==> src/inc/dgp_regs.vh <==
// register offsets, field positions, reset values for the dual analog-shared port
`ifndef DGP_REGS_VH
`define DGP_REGS_VH
`define DGP_ADDR_W            12
`define DGP_OFS_P6_LATCH      12'h006
`define DGP_OFS_P7_LATCH      12'h007
`define DGP_OFS_P6_DIR        12'h02e
`define DGP_OFS_P7_DIR        12'h02f
`define DGP_OFS_P6_PULLUP     12'hfbc
`define DGP_OFS_P7_PULLUP     12'hfbd
`define DGP_OFS_CONV_CTRL     12'h0e0
`define DGP_OFS_WAKE_CTRL     12'h0e1
`define DGP_RST_PORT          8'h00
`define DGP_RST_ANALOG_DIS    1'h1
`define DGP_RST_CHAN          4'h0
`define DGP_RST_WAKE_EN       4'h0
`define DGP_CONV_CHAN_LSB     0
`define DGP_CONV_CHAN_MSB     3
`define DGP_CONV_ANDIS_BIT    4
`define DGP_WAKE_EN_LSB       4
`define DGP_WAKE_EN_MSB       7
`endif

==> src/dgp_port.v <==
// dual 8-bit gpio port with shared analog inputs and key wake-up pins
`timescale 1ns/10ps
//
// Overview of operation
// - two 8-bit ports, each pin individually input or output
// - reset clears direction and latch bits, sets analog-disable to one
// - reset configuration forces input data of every pin to zero
// - direction one drives pin from latch regardless of other settings
// - direction zero, latch one: digital input, read returns pin level
// - direction and latch zero, analog-disable one: read returns zero
// - direction and latch zero, analog-disable zero: analog input, reads zero
// - sampled converter channel comes from four-bit channel-select field
// - first port maps to channels 0-7, second to 8-15
// - pull-up follows its bit but never on an output pin
// - upper four pins of second port are key wake-up inputs, enabled per bit
`include "dgp_regs.vh"

module dgp_port #(
  parameter WIDTH = 8
) (
  input  wire                   SYS_CLK,
  input  wire                   RESETN,
  input  wire [`DGP_ADDR_W-1:0] ADDR,
  input  wire [7:0]             WDATA,
  input  wire                   WR,
  input  wire                   RD,
  output reg  [7:0]             RDATA,
  input  wire [WIDTH-1:0]       P6_IN,
  output reg  [WIDTH-1:0]       P6_OUT,
  output reg  [WIDTH-1:0]       P6_OE,
  output reg  [WIDTH-1:0]       P6_PULLUP,
  input  wire [WIDTH-1:0]       P7_IN,
  output reg  [WIDTH-1:0]       P7_OUT,
  output reg  [WIDTH-1:0]       P7_OE,
  output reg  [WIDTH-1:0]       P7_PULLUP,
  output reg  [2*WIDTH-1:0]     ANALOG_ROUTE,
  output reg  [3:0]             CONV_CHANNEL,
  output reg                    CONV_INPUT_VALID,
  output reg  [3:0]             KEY_WAKEUP_EN,
  output reg  [3:0]             KEY_WAKEUP_LEVEL
);

////////////////////////////////////////////////////////////////////////////////
// pin mode codes, one-hot
localparam [3:0] MODE_OUTPUT = 4'h1;
localparam [3:0] MODE_INPUT  = 4'h2;
localparam [3:0] MODE_FIXED0 = 4'h4;
localparam [3:0] MODE_ANALOG = 4'h8;
localparam       NWAKE       = 4;

// mode of one pin from direction, latch and analog-disable
function [3:0] pin_mode;
  input dir;
  input latch;
  input adis;
  begin
    if (dir) begin
      pin_mode = MODE_OUTPUT;
    end else if (latch) begin
      pin_mode = MODE_INPUT;
    end else if (adis) begin
      pin_mode = MODE_FIXED0;
    end else begin
      pin_mode = MODE_ANALOG;
    end
  end
endfunction

////////////////////////////////////////////////////////////////////////////////
// registers
reg  [WIDTH-1:0] p6_latch_r;
reg  [WIDTH-1:0] p7_latch_r;
reg  [WIDTH-1:0] p6_dir_r;
reg  [WIDTH-1:0] p7_dir_r;
reg  [WIDTH-1:0] p6_pu_r;
reg  [WIDTH-1:0] p7_pu_r;
reg              analog_dis_r;
reg  [3:0]       chan_sel_r;
reg  [3:0]       wake_en_r;

////////////////////////////////////////////////////////////////////////////////
// address decode, exact match only
wire sel_p6_latch  = (ADDR == `DGP_OFS_P6_LATCH);
wire sel_p7_latch  = (ADDR == `DGP_OFS_P7_LATCH);
wire sel_p6_dir    = (ADDR == `DGP_OFS_P6_DIR);
wire sel_p7_dir    = (ADDR == `DGP_OFS_P7_DIR);
wire sel_p6_pu     = (ADDR == `DGP_OFS_P6_PULLUP);
wire sel_p7_pu     = (ADDR == `DGP_OFS_P7_PULLUP);
wire sel_conv      = (ADDR == `DGP_OFS_CONV_CTRL);
wire sel_wake      = (ADDR == `DGP_OFS_WAKE_CTRL);

// write enables
wire we_p6_latch   = WR & sel_p6_latch;
wire we_p7_latch   = WR & sel_p7_latch;
wire we_p6_dir     = WR & sel_p6_dir;
wire we_p7_dir     = WR & sel_p7_dir;
wire we_p6_pu      = WR & sel_p6_pu;
wire we_p7_pu      = WR & sel_p7_pu;
wire we_conv       = WR & sel_conv;
wire we_wake       = WR & sel_wake;

////////////////////////////////////////////////////////////////////////////////
// output latches
always @(posedge SYS_CLK or negedge RESETN) begin
  if (!RESETN) begin
    p6_latch_r <= `DGP_RST_PORT;
    p7_latch_r <= `DGP_RST_PORT;
  end else begin
    if (we_p6_latch) begin
      p6_latch_r <= WDATA;
    end
    if (we_p7_latch) begin
      p7_latch_r <= WDATA;
    end
  end
end

// direction bits, one selects output
always @(posedge SYS_CLK or negedge RESETN) begin
  if (!RESETN) begin
    p6_dir_r <= `DGP_RST_PORT;
    p7_dir_r <= `DGP_RST_PORT;
  end else begin
    if (we_p6_dir) begin
      p6_dir_r <= WDATA;
    end
    if (we_p7_dir) begin
      p7_dir_r <= WDATA;
    end
  end
end

// pull-up requests
always @(posedge SYS_CLK or negedge RESETN) begin
  if (!RESETN) begin
    p6_pu_r <= `DGP_RST_PORT;
    p7_pu_r <= `DGP_RST_PORT;
  end else begin
    if (we_p6_pu) begin
      p6_pu_r <= WDATA;
    end
    if (we_p7_pu) begin
      p7_pu_r <= WDATA;
    end
  end
end

// converter control
always @(posedge SYS_CLK or negedge RESETN) begin
  if (!RESETN) begin
    chan_sel_r   <= `DGP_RST_CHAN;
    analog_dis_r <= `DGP_RST_ANALOG_DIS;
  end else if (we_conv) begin
    chan_sel_r   <= WDATA[`DGP_CONV_CHAN_MSB:`DGP_CONV_CHAN_LSB];
    analog_dis_r <= WDATA[`DGP_CONV_ANDIS_BIT];
  end
end

// key wake-up enables
always @(posedge SYS_CLK or negedge RESETN) begin
  if (!RESETN) begin
    wake_en_r <= `DGP_RST_WAKE_EN;
  end else if (we_wake) begin
    wake_en_r <= WDATA[`DGP_WAKE_EN_MSB:`DGP_WAKE_EN_LSB];
  end
end

////////////////////////////////////////////////////////////////////////////////
// per-pin mode decode
wire [WIDTH-1:0]   p6_rd;
wire [WIDTH-1:0]   p7_rd;
wire [WIDTH-1:0]   p6_oe_nxt;
wire [WIDTH-1:0]   p7_oe_nxt;
wire [WIDTH-1:0]   p6_pu_nxt;
wire [WIDTH-1:0]   p7_pu_nxt;
wire [WIDTH-1:0]   p6_an_nxt;
wire [WIDTH-1:0]   p7_an_nxt;
wire [2*WIDTH-1:0] an_all;
wire [NWAKE-1:0]   wake_lvl_nxt;

genvar i;
generate
  for (i = 0; i < WIDTH; i = i + 1) begin : g_pin
    wire [3:0] p6_mode = pin_mode(p6_dir_r[i], p6_latch_r[i], analog_dis_r);
    wire [3:0] p7_mode = pin_mode(p7_dir_r[i], p7_latch_r[i], analog_dis_r);
    reg        p6_rd_bit;
    reg        p7_rd_bit;

    // port 6 read value by mode
    always @* begin
      p6_rd_bit = 1'b0;
      case (p6_mode)
        MODE_OUTPUT: p6_rd_bit = p6_latch_r[i];
        MODE_INPUT:  p6_rd_bit = P6_IN[i];
        MODE_FIXED0: p6_rd_bit = 1'b0;
        MODE_ANALOG: p6_rd_bit = 1'b0;
        default:     p6_rd_bit = 1'b0;
      endcase
    end

    // port 7 read value by mode
    always @* begin
      p7_rd_bit = 1'b0;
      case (p7_mode)
        MODE_OUTPUT: p7_rd_bit = p7_latch_r[i];
        MODE_INPUT:  p7_rd_bit = P7_IN[i];
        MODE_FIXED0: p7_rd_bit = 1'b0;
        MODE_ANALOG: p7_rd_bit = 1'b0;
        default:     p7_rd_bit = 1'b0;
      endcase
    end

    // pin drive, pull-up and analog routing
    assign p6_rd[i]         = p6_rd_bit;
    assign p7_rd[i]         = p7_rd_bit;
    assign p6_oe_nxt[i]     = (p6_mode == MODE_OUTPUT);
    assign p7_oe_nxt[i]     = (p7_mode == MODE_OUTPUT);
    assign p6_pu_nxt[i]     = p6_pu_r[i] & (p6_mode != MODE_OUTPUT);
    assign p7_pu_nxt[i]     = p7_pu_r[i] & (p7_mode != MODE_OUTPUT);
    assign p6_an_nxt[i]     = (p6_mode == MODE_ANALOG);
    assign p7_an_nxt[i]     = (p7_mode == MODE_ANALOG);
    assign an_all[i]        = p6_an_nxt[i];
    assign an_all[WIDTH+i]  = p7_an_nxt[i];

    // upper pins of port 7 double as key wake-up inputs
    if (i >= WIDTH-NWAKE) begin : g_wake
      assign wake_lvl_nxt[i-(WIDTH-NWAKE)] = P7_IN[i] & wake_en_r[i-(WIDTH-NWAKE)];
    end
  end
endgenerate

////////////////////////////////////////////////////////////////////////////////
// read mux
reg [7:0] rdata_nxt;

always @* begin
  rdata_nxt = 8'h00;
  if (sel_p6_latch) begin
    rdata_nxt = p6_rd;
  end
  if (sel_p7_latch) begin
    rdata_nxt = p7_rd;
  end
  if (sel_p6_dir) begin
    rdata_nxt = p6_dir_r;
  end
  if (sel_p7_dir) begin
    rdata_nxt = p7_dir_r;
  end
  if (sel_p6_pu) begin
    rdata_nxt = p6_pu_r;
  end
  if (sel_p7_pu) begin
    rdata_nxt = p7_pu_r;
  end
  if (sel_conv) begin
    rdata_nxt = {3'h0, analog_dis_r, chan_sel_r};
  end
  if (sel_wake) begin
    rdata_nxt = {wake_en_r, 4'h0};
  end
end

////////////////////////////////////////////////////////////////////////////////
// output flops
// read data, zero outside the answer cycle
always @(posedge SYS_CLK or negedge RESETN) begin
  if (!RESETN) begin
    RDATA <= 8'h00;
  end else begin
    RDATA <= RD ? rdata_nxt : 8'h00;
  end
end

// port 6 pin drive
always @(posedge SYS_CLK or negedge RESETN) begin
  if (!RESETN) begin
    P6_OUT    <= {WIDTH{1'b0}};
    P6_OE     <= {WIDTH{1'b0}};
    P6_PULLUP <= {WIDTH{1'b0}};
  end else begin
    P6_OUT    <= p6_latch_r;
    P6_OE     <= p6_oe_nxt;
    P6_PULLUP <= p6_pu_nxt;
  end
end

// port 7 pin drive
always @(posedge SYS_CLK or negedge RESETN) begin
  if (!RESETN) begin
    P7_OUT    <= {WIDTH{1'b0}};
    P7_OE     <= {WIDTH{1'b0}};
    P7_PULLUP <= {WIDTH{1'b0}};
  end else begin
    P7_OUT    <= p7_latch_r;
    P7_OE     <= p7_oe_nxt;
    P7_PULLUP <= p7_pu_nxt;
  end
end

// analog routing to the converter
always @(posedge SYS_CLK or negedge RESETN) begin
  if (!RESETN) begin
    ANALOG_ROUTE <= {2*WIDTH{1'b0}};
  end else begin
    ANALOG_ROUTE <= an_all;
  end
end

// selected converter channel
always @(posedge SYS_CLK or negedge RESETN) begin
  if (!RESETN) begin
    CONV_CHANNEL     <= 4'h0;
    CONV_INPUT_VALID <= 1'b0;
  end else begin
    CONV_CHANNEL     <= chan_sel_r;
    CONV_INPUT_VALID <= an_all[chan_sel_r];
  end
end

// key wake-up enables
always @(posedge SYS_CLK or negedge RESETN) begin
  if (!RESETN) begin
    KEY_WAKEUP_EN <= 4'h0;
  end else begin
    KEY_WAKEUP_EN <= wake_en_r;
  end
end

// key wake-up levels
always @(posedge SYS_CLK or negedge RESETN) begin
  if (!RESETN) begin
    KEY_WAKEUP_LEVEL <= 4'h0;
  end else begin
    KEY_WAKEUP_LEVEL <= wake_lvl_nxt;
  end
end

endmodule

==> config.mk <==
export PLATFORM = sky130hd
export DESIGN_NAME = dgp_port
export DESIGN_NICKNAME = d
export VERILOG_FILES = /design/src/dgp_port.v
export VERILOG_INCLUDE_DIRS = /design/src /design/src/inc
export SDC_FILE = /design/constraint.sdc
export NUM_CORES = 1
export LEC_CHECK = 0
export ABC_AREA = 1
export BUFFER_PORTS_ARGS = -buffer_cell sky130_fd_sc_hd__buf_2
export CORE_MARGIN = 4
export CORE_UTILIZATION = 49
export DETAILED_ROUTE_END_ITERATION = 6
export GPL_TIMING_DRIVEN = 0
export HOLD_SLACK_MARGIN = 0.1
export PLACE_DENSITY = 0.76
export SYNTH_ARGS = -nofsm -noshare
export SYNTH_HDL_FRONTEND = slang
export SYNTH_SLANG_ARGS = --single-unit
==> constraint.sdc <==
create_clock -name SYS_CLK -period 1.2 [get_ports SYS_CLK]
set_input_delay 0.12 -clock SYS_CLK [delete_from_list [all_inputs] [get_ports SYS_CLK]]
set_output_delay 0.12 -clock SYS_CLK [all_outputs]
set_load 0.02 [all_outputs]
After elaboration in Yosys (flattened, before gate mapping) --
Index checks and enable logic that the tools add are counted.
Word-level totals: output and inout port bits 85, flip-flop bits (word level) 142
Operators by class: multiplexer cells 60, $lt $le $gt $ge 1, bitwise logic cells 28, equal/unequal tests 72
Operators with widths (number):
- 4-bit two-way mux | 33
- 8-bit two-way mux | 9
- 4-bit by 1-bit equality test with 1-bit output (second input constant) | 16
- 4-bit by 2-bit equality test with 1-bit output (second input constant) | 16
- 4-bit equality test (second input constant) | 16
- 4-bit by 1-bit inequality test with 1-bit output (second input constant) | 16
- 1-bit one-hot mux with 2 select lines | 16
- 1-bit bitwise AND | 28
- 12-bit equality test (second input constant) | 2
- 12-bit by 3-bit equality test with 1-bit output (second input constant) | 2
- 12-bit by 6-bit equality test with 1-bit output (second input constant) | 2
- 12-bit by 8-bit equality test with 1-bit output (second input constant) | 2
- 4-bit by 5-bit < comparator with 1-bit output (second input constant) | 1
- 1-bit binary-select mux with 4-bit select | 1
- 1-bit two-way mux | 1

Depth between registers and ports, before layout --
depth in word-level cells 14, mapped depth 14, gate-level depth less buffers 14

Least setup slack after synthesis --
No wires, ideal clock.
path kind register to register, start register analog_dis_r, end register CONV_INPUT_VALID, data required time 1075 ps, stages on the path, launching flop included 7, buffers on the path 1, setup slack -129 ps, arrival time 1204 ps, library setup time 125 ps, cells stage by stage dfstp_2 buf_2 nor3_1 o21ai_0 o22ai_1 o211ai_1 nand2_1
Between the ends: cells in the longest elaborated chain, start to end 6, elaborated cells between the ends (all ways) 51, classes of those cells eq/ne (16); mux (35)
Ends and longest elaborated chain:
- from (decl) | RTL line dgp_port.v:77 | reg analog_dis_r;
- from (signal assigned) | RTL line dgp_port.v:152 | analog_dis_r <= `DGP_RST_ANALOG_DIS;
- from (signal assigned) | RTL line dgp_port.v:155 | analog_dis_r <= WDATA[`DGP_CONV_ANDIS_BIT];
- 4-bit two-way mux | RTL line dgp_port.v:61 | end else if (adis) begin
- 4-bit two-way mux | RTL line dgp_port.v:59 | end else if (latch) begin
- 4-bit two-way mux | RTL line dgp_port.v:57 | if (dir) begin
- 4-bit equality test | RTL line dgp_port.v:221 | assign p7_an_nxt[i] = (p7_mode == MODE_ANALOG);
- via an_all[9] | RTL line dgp_port.v:178 | wire [2*WIDTH-1:0] an_all;
- 1-bit binary-select mux with 4-bit select | RTL line dgp_port.v:317 | CONV_INPUT_VALID <= an_all[chan_sel_r];
- 1-bit two-way mux (implied by the code) | RTL line dgp_port.v:317
- to (signal assigned) | RTL line dgp_port.v:317
- to (decl) | RTL line dgp_port.v:38 | output reg CONV_INPUT_VALID,
The timed path passes the listed nets, and every way through them passes these cells. The select of a mux whose other input is x is not followed. A chain may end at the register's enable or synchronous reset.

Worst setup path after layout --
start register analog_dis_r, end register CONV_INPUT_VALID
Between the ends: cells in the longest elaborated chain, start to end 6, elaborated cells between the ends (all ways) 51, classes of those cells eq/ne (16); mux (35)
Ends and longest elaborated chain:
- 4-bit two-way mux | RTL line dgp_port.v:61
- 4-bit two-way mux | RTL line dgp_port.v:59
- 4-bit two-way mux | RTL line dgp_port.v:57
- 4-bit equality test | RTL line dgp_port.v:220 | assign p6_an_nxt[i] = (p6_mode == MODE_ANALOG);
- via an_all[7] | RTL line dgp_port.v:178
- 1-bit binary-select mux with 4-bit select | RTL line dgp_port.v:317
- 1-bit two-way mux (implied by the code) | RTL line dgp_port.v:317
The timed path passes the listed nets, and every way through them passes these cells. The select of a mux whose other input is x is not followed.

==> run_results.csv <==
group,metric,value,unit
timing,slew_headroom,62.74,%
synthesis,synth_top_area_share,62.65,%
setup_path,start_kind,"register",
routing,drt-vias-per-instance,5.186,
placed_design,port_buffers,123,
cells_and_area,nNetsFinal,805,
floorplanning,die_y,115.2,µm
pwr,pwr-share-seq,45.8,%
global_route,use_met2,40.24,%
timing,final.setup.tns,-0.5097,ns
setup_path,cpPeakStageDelay,0.58,ns
pwr,pwr-share-clk,50.3,%
placed_design,gp_congestion,0.9072,
floorplanning,fp-row-count,38,
cells_and_area,top_register,"ANALOG_ROUTE",
setup_path,cpMostUsedCell,"nand2_1",
timing,fin_crit_sh,121.9,%
run,cap_viol_max_count,0,
pwr,p_int,8303,µW
synthesis,synth-seq-cells,142,
synthesis,synth_nets,631,
timing,clock.fmax,683.7,MHz
setup_path,critPathKind,"register to register",
cells_and_area,largest_reg_flops,16,
global_route,top_usage_layer,"met2",
routing,dr_total_vias,4761,
clock_network,clk_pin_slew,0.06,ns
placed_design,dpl.hpwl,10.83,mm
pwr,ir_worst_vdd,1.165,mV
clock_network,htreeDepth,4,
global_route,grt_pass1_wl,24.45,mm
floorplanning,die_w,115.2,µm
setup_path,critPathArrivalTime,1.76,ns
synthesis,synth_top_cell_by_area,"dfrtp_1",
global_route,grtUsageMet1,31.31,%
synthesis,synth_edf_count,0,
setup_path,end_kind,"register",
clock_network,cts_tree,"done",
timing,setup-violations-final,7,
timing,period_needed,1.463,ns
global_route,globalRouteMet3Util,7.211,%
routing,routedWlPerCell,16.55,µm
pwr,power_density,1401,nW/µm²
floorplanning,io_pins,125,
pwr,switching_share,21.18,%
global_route,grtUsageTotal,24.31,%
floorplanning,start_util,51.05,%
min_path,min_path_type,"input port to register",
routing,drtIter0Drc,402,
timing,drv_slew,0,
floorplanning,dieArea,13270,µm²
synthesis,netlist_instances,591,
placed_design,place_area,6484,µm²
pwr,switchingPower,2231,µW
synthesis,async_reset_ff_share,100.0,%
outcome,status,"complete, but fails checks",
cells_and_area,drive_gt1_share,33.29,%
setup_path,worstPathCellList,"buf_12 > nor3_2 > o21ai_1 > nand2_1 > o221ai_1 > nand2_1",
clock_network,numCtsBuffers,17,
global_route,grt_pass1_vias,4860,
timing,rsz0062_at_grt,"yes",
timing,worstMarginPinSlew,0.5589,ns
cells_and_area,postLayoutCoreUtil,68.15,%
cells_and_area,diodes,0,
routing,firstDrtPassIters,5,
timing,finalClockSkew,0.01064,ns
clock_network,clockBufferDepth,2,
routing,drc_errors,0,
setup_path,cp_max_fo,10,
global_route,antenna_found_initial,0,
pwr,p_comb_share,3.9,%
timing,whs,0.1134,ns
cells_and_area,area_growth,33.48,%
global_route,grt_max_degree,109,
cells_and_area,stdcell_area,7517,µm²
timing,hold_viol_final,0,
synthesis,syn-mean-instance-area,9.529,µm²
clock_network,cts-root-buf,"clkbuf_16",
synthesis,ys_seq_area_share,63.12,%
synthesis,netlist_area,5632,µm²
synthesis,yosysUniqueCellTypes,32,
setup_path,crit_required,1.50,ns
clock_network,worstSkewPairLatency,0.42,ns
floorplanning,core,11030,µm²
synthesis,synthTopCellsByArea,"dfrtp_1 (63%), nand2_1 (8.7%), o21ai_0 (6.5%), inv_1 (4.3%), nor2_1 (2.6%)",
timing,setup_slack,-0.2627,ns
clock_network,clkSinkCount,142,
outcome,violations,"negative setup slack",
global_route,grt-ovfl-total,0,
synthesis,synth_ff_type,"dfrtp_1",
pwr,leakage,0.003908,µW
synthesis,yosys_warnings,0,
routing,wl,15.19,mm
routing,antenna_left,0,
setup_path,cp_slowest_cell,"dfstp_2",
## cell type report
type	count	area, µm²
plain buffers	26	151.4
clock buffers	21	460.4
clock inverters	11	140.1
fillers	878	3513
inverters	69	265.3
multi-input cells	352	1829
flip-flops and latches	142	3573
well taps	140	175.2
repair buffers	157	922.1
## stage by stage
stage	std cells	total power [µW]	worst slack [ns]
after CTS	913	10580	-0.2513
after detailed placement	855	5280	-0.3806
after global routing	918	10850	-0.3055
after floorplan	591	5031	-0.03308
final	918	10530	-0.2627
after global placement	854	5255	-1.733
## worst max-delay path, delay by kind of cell, from the launching register on
family	cells	cell delay (ns)
DFF	1	0.58
AOI/OAI and AO/OA	2	0.36
and+or+nand+nor	3	0.23
buffers and inverters	1	0.16
## metal layers
metal | share of wire [%] | vias up
li1 | - | 2229
met1 | 41 | 2306
met2 | 49 | 205
met3 | 8.7 | 21
met4 | 1.2 | 0
met5 | 0 | -
## cell usage in the layout, fill, tap and decap left out, drive strengths merged
cell type    count
nand2          140
o221ai           2
o22ai            2
buf            155
nor3            15
bufinv           3
clkinvlp         5
a21oi           23
inv             68
or2              4
clkinv           4
o21ai           75
dfstp            1
and2             1
nand4            2
o21bai           2
dlygate4sd3     10
dfrtp          141
clkbuf          39
o211ai           1
nor2            48
o21a            11
nand3           26
## synth_stat cells, types with 2 or more instances
cell	instances
clkbuf_1	18
nand2_1	131
buf_6	4
o221ai_1	2
o21a_1	11
a21oi_1	23
o21ai_0	73
nand3_1	26
nor2_4	3
o21bai_1	2
o21ai_1	2
or2_2	3
inv_1	65
o22ai_1	2
nor2_1	39
dfrtp_1	141
nor2_2	5
buf_2	5
inv_2	3
nand2_2	8
nor3_1	14
## power by group through the flow
| stage | sequential [µW] | clock (µW) | combinational, µW |
|---|---|---|---|
| CTS | 4830 | 5360 | 399 |
| global placement | 4910 | 0 | 340 |
| floorplan | 4930 | 0 | 97.6 |
| detailed placement | 4910 | 0 | 365 |
| global route | 4830 | 5570 | 454 |
| finish | 4830 | 5300 | 406 |
## what timing repair did
item                                    CTS  global route
buffers inserted                         16             7
pin swaps                                20             6
hold buffers                             10             0
endpoints found under the setup margin    9            46
endpoints found under the hold margin   162             0
gates resized for setup                  26            27
## path summary, 6_finish.rpt
check / from / end / slack, ns / cells past startpoint
max: analog_dis_r / CONV_INPUT_VALID / -0.26 / 6
min: WDATA[0] / p7_dir_r[0] / 0.11 / 3
max reg2reg: analog_dis_r / CONV_INPUT_VALID / -0.26 / 6
min reg2reg: p6_latch_r[6] / P6_OUT[6] / 0.40 / 0
max in group asynchronous: RESETN / p7_dir_r[1] / 0.18 / 3
min in group asynchronous: RESETN / P6_OUT[0] / 0.16 / 2
## kinds of logic (layout without fill, tap and decap cells)
kind of cell	after synthesis	count (layout)	synth area share, %
DFF	142	142	63.12
AOI/OAI and AO/OA	116	116	11.11
buffers and inverters	97	284	7.176
and+or+nand+nor	236	236	18.60
No activity file was read; power rests on OpenSTA's default activity.
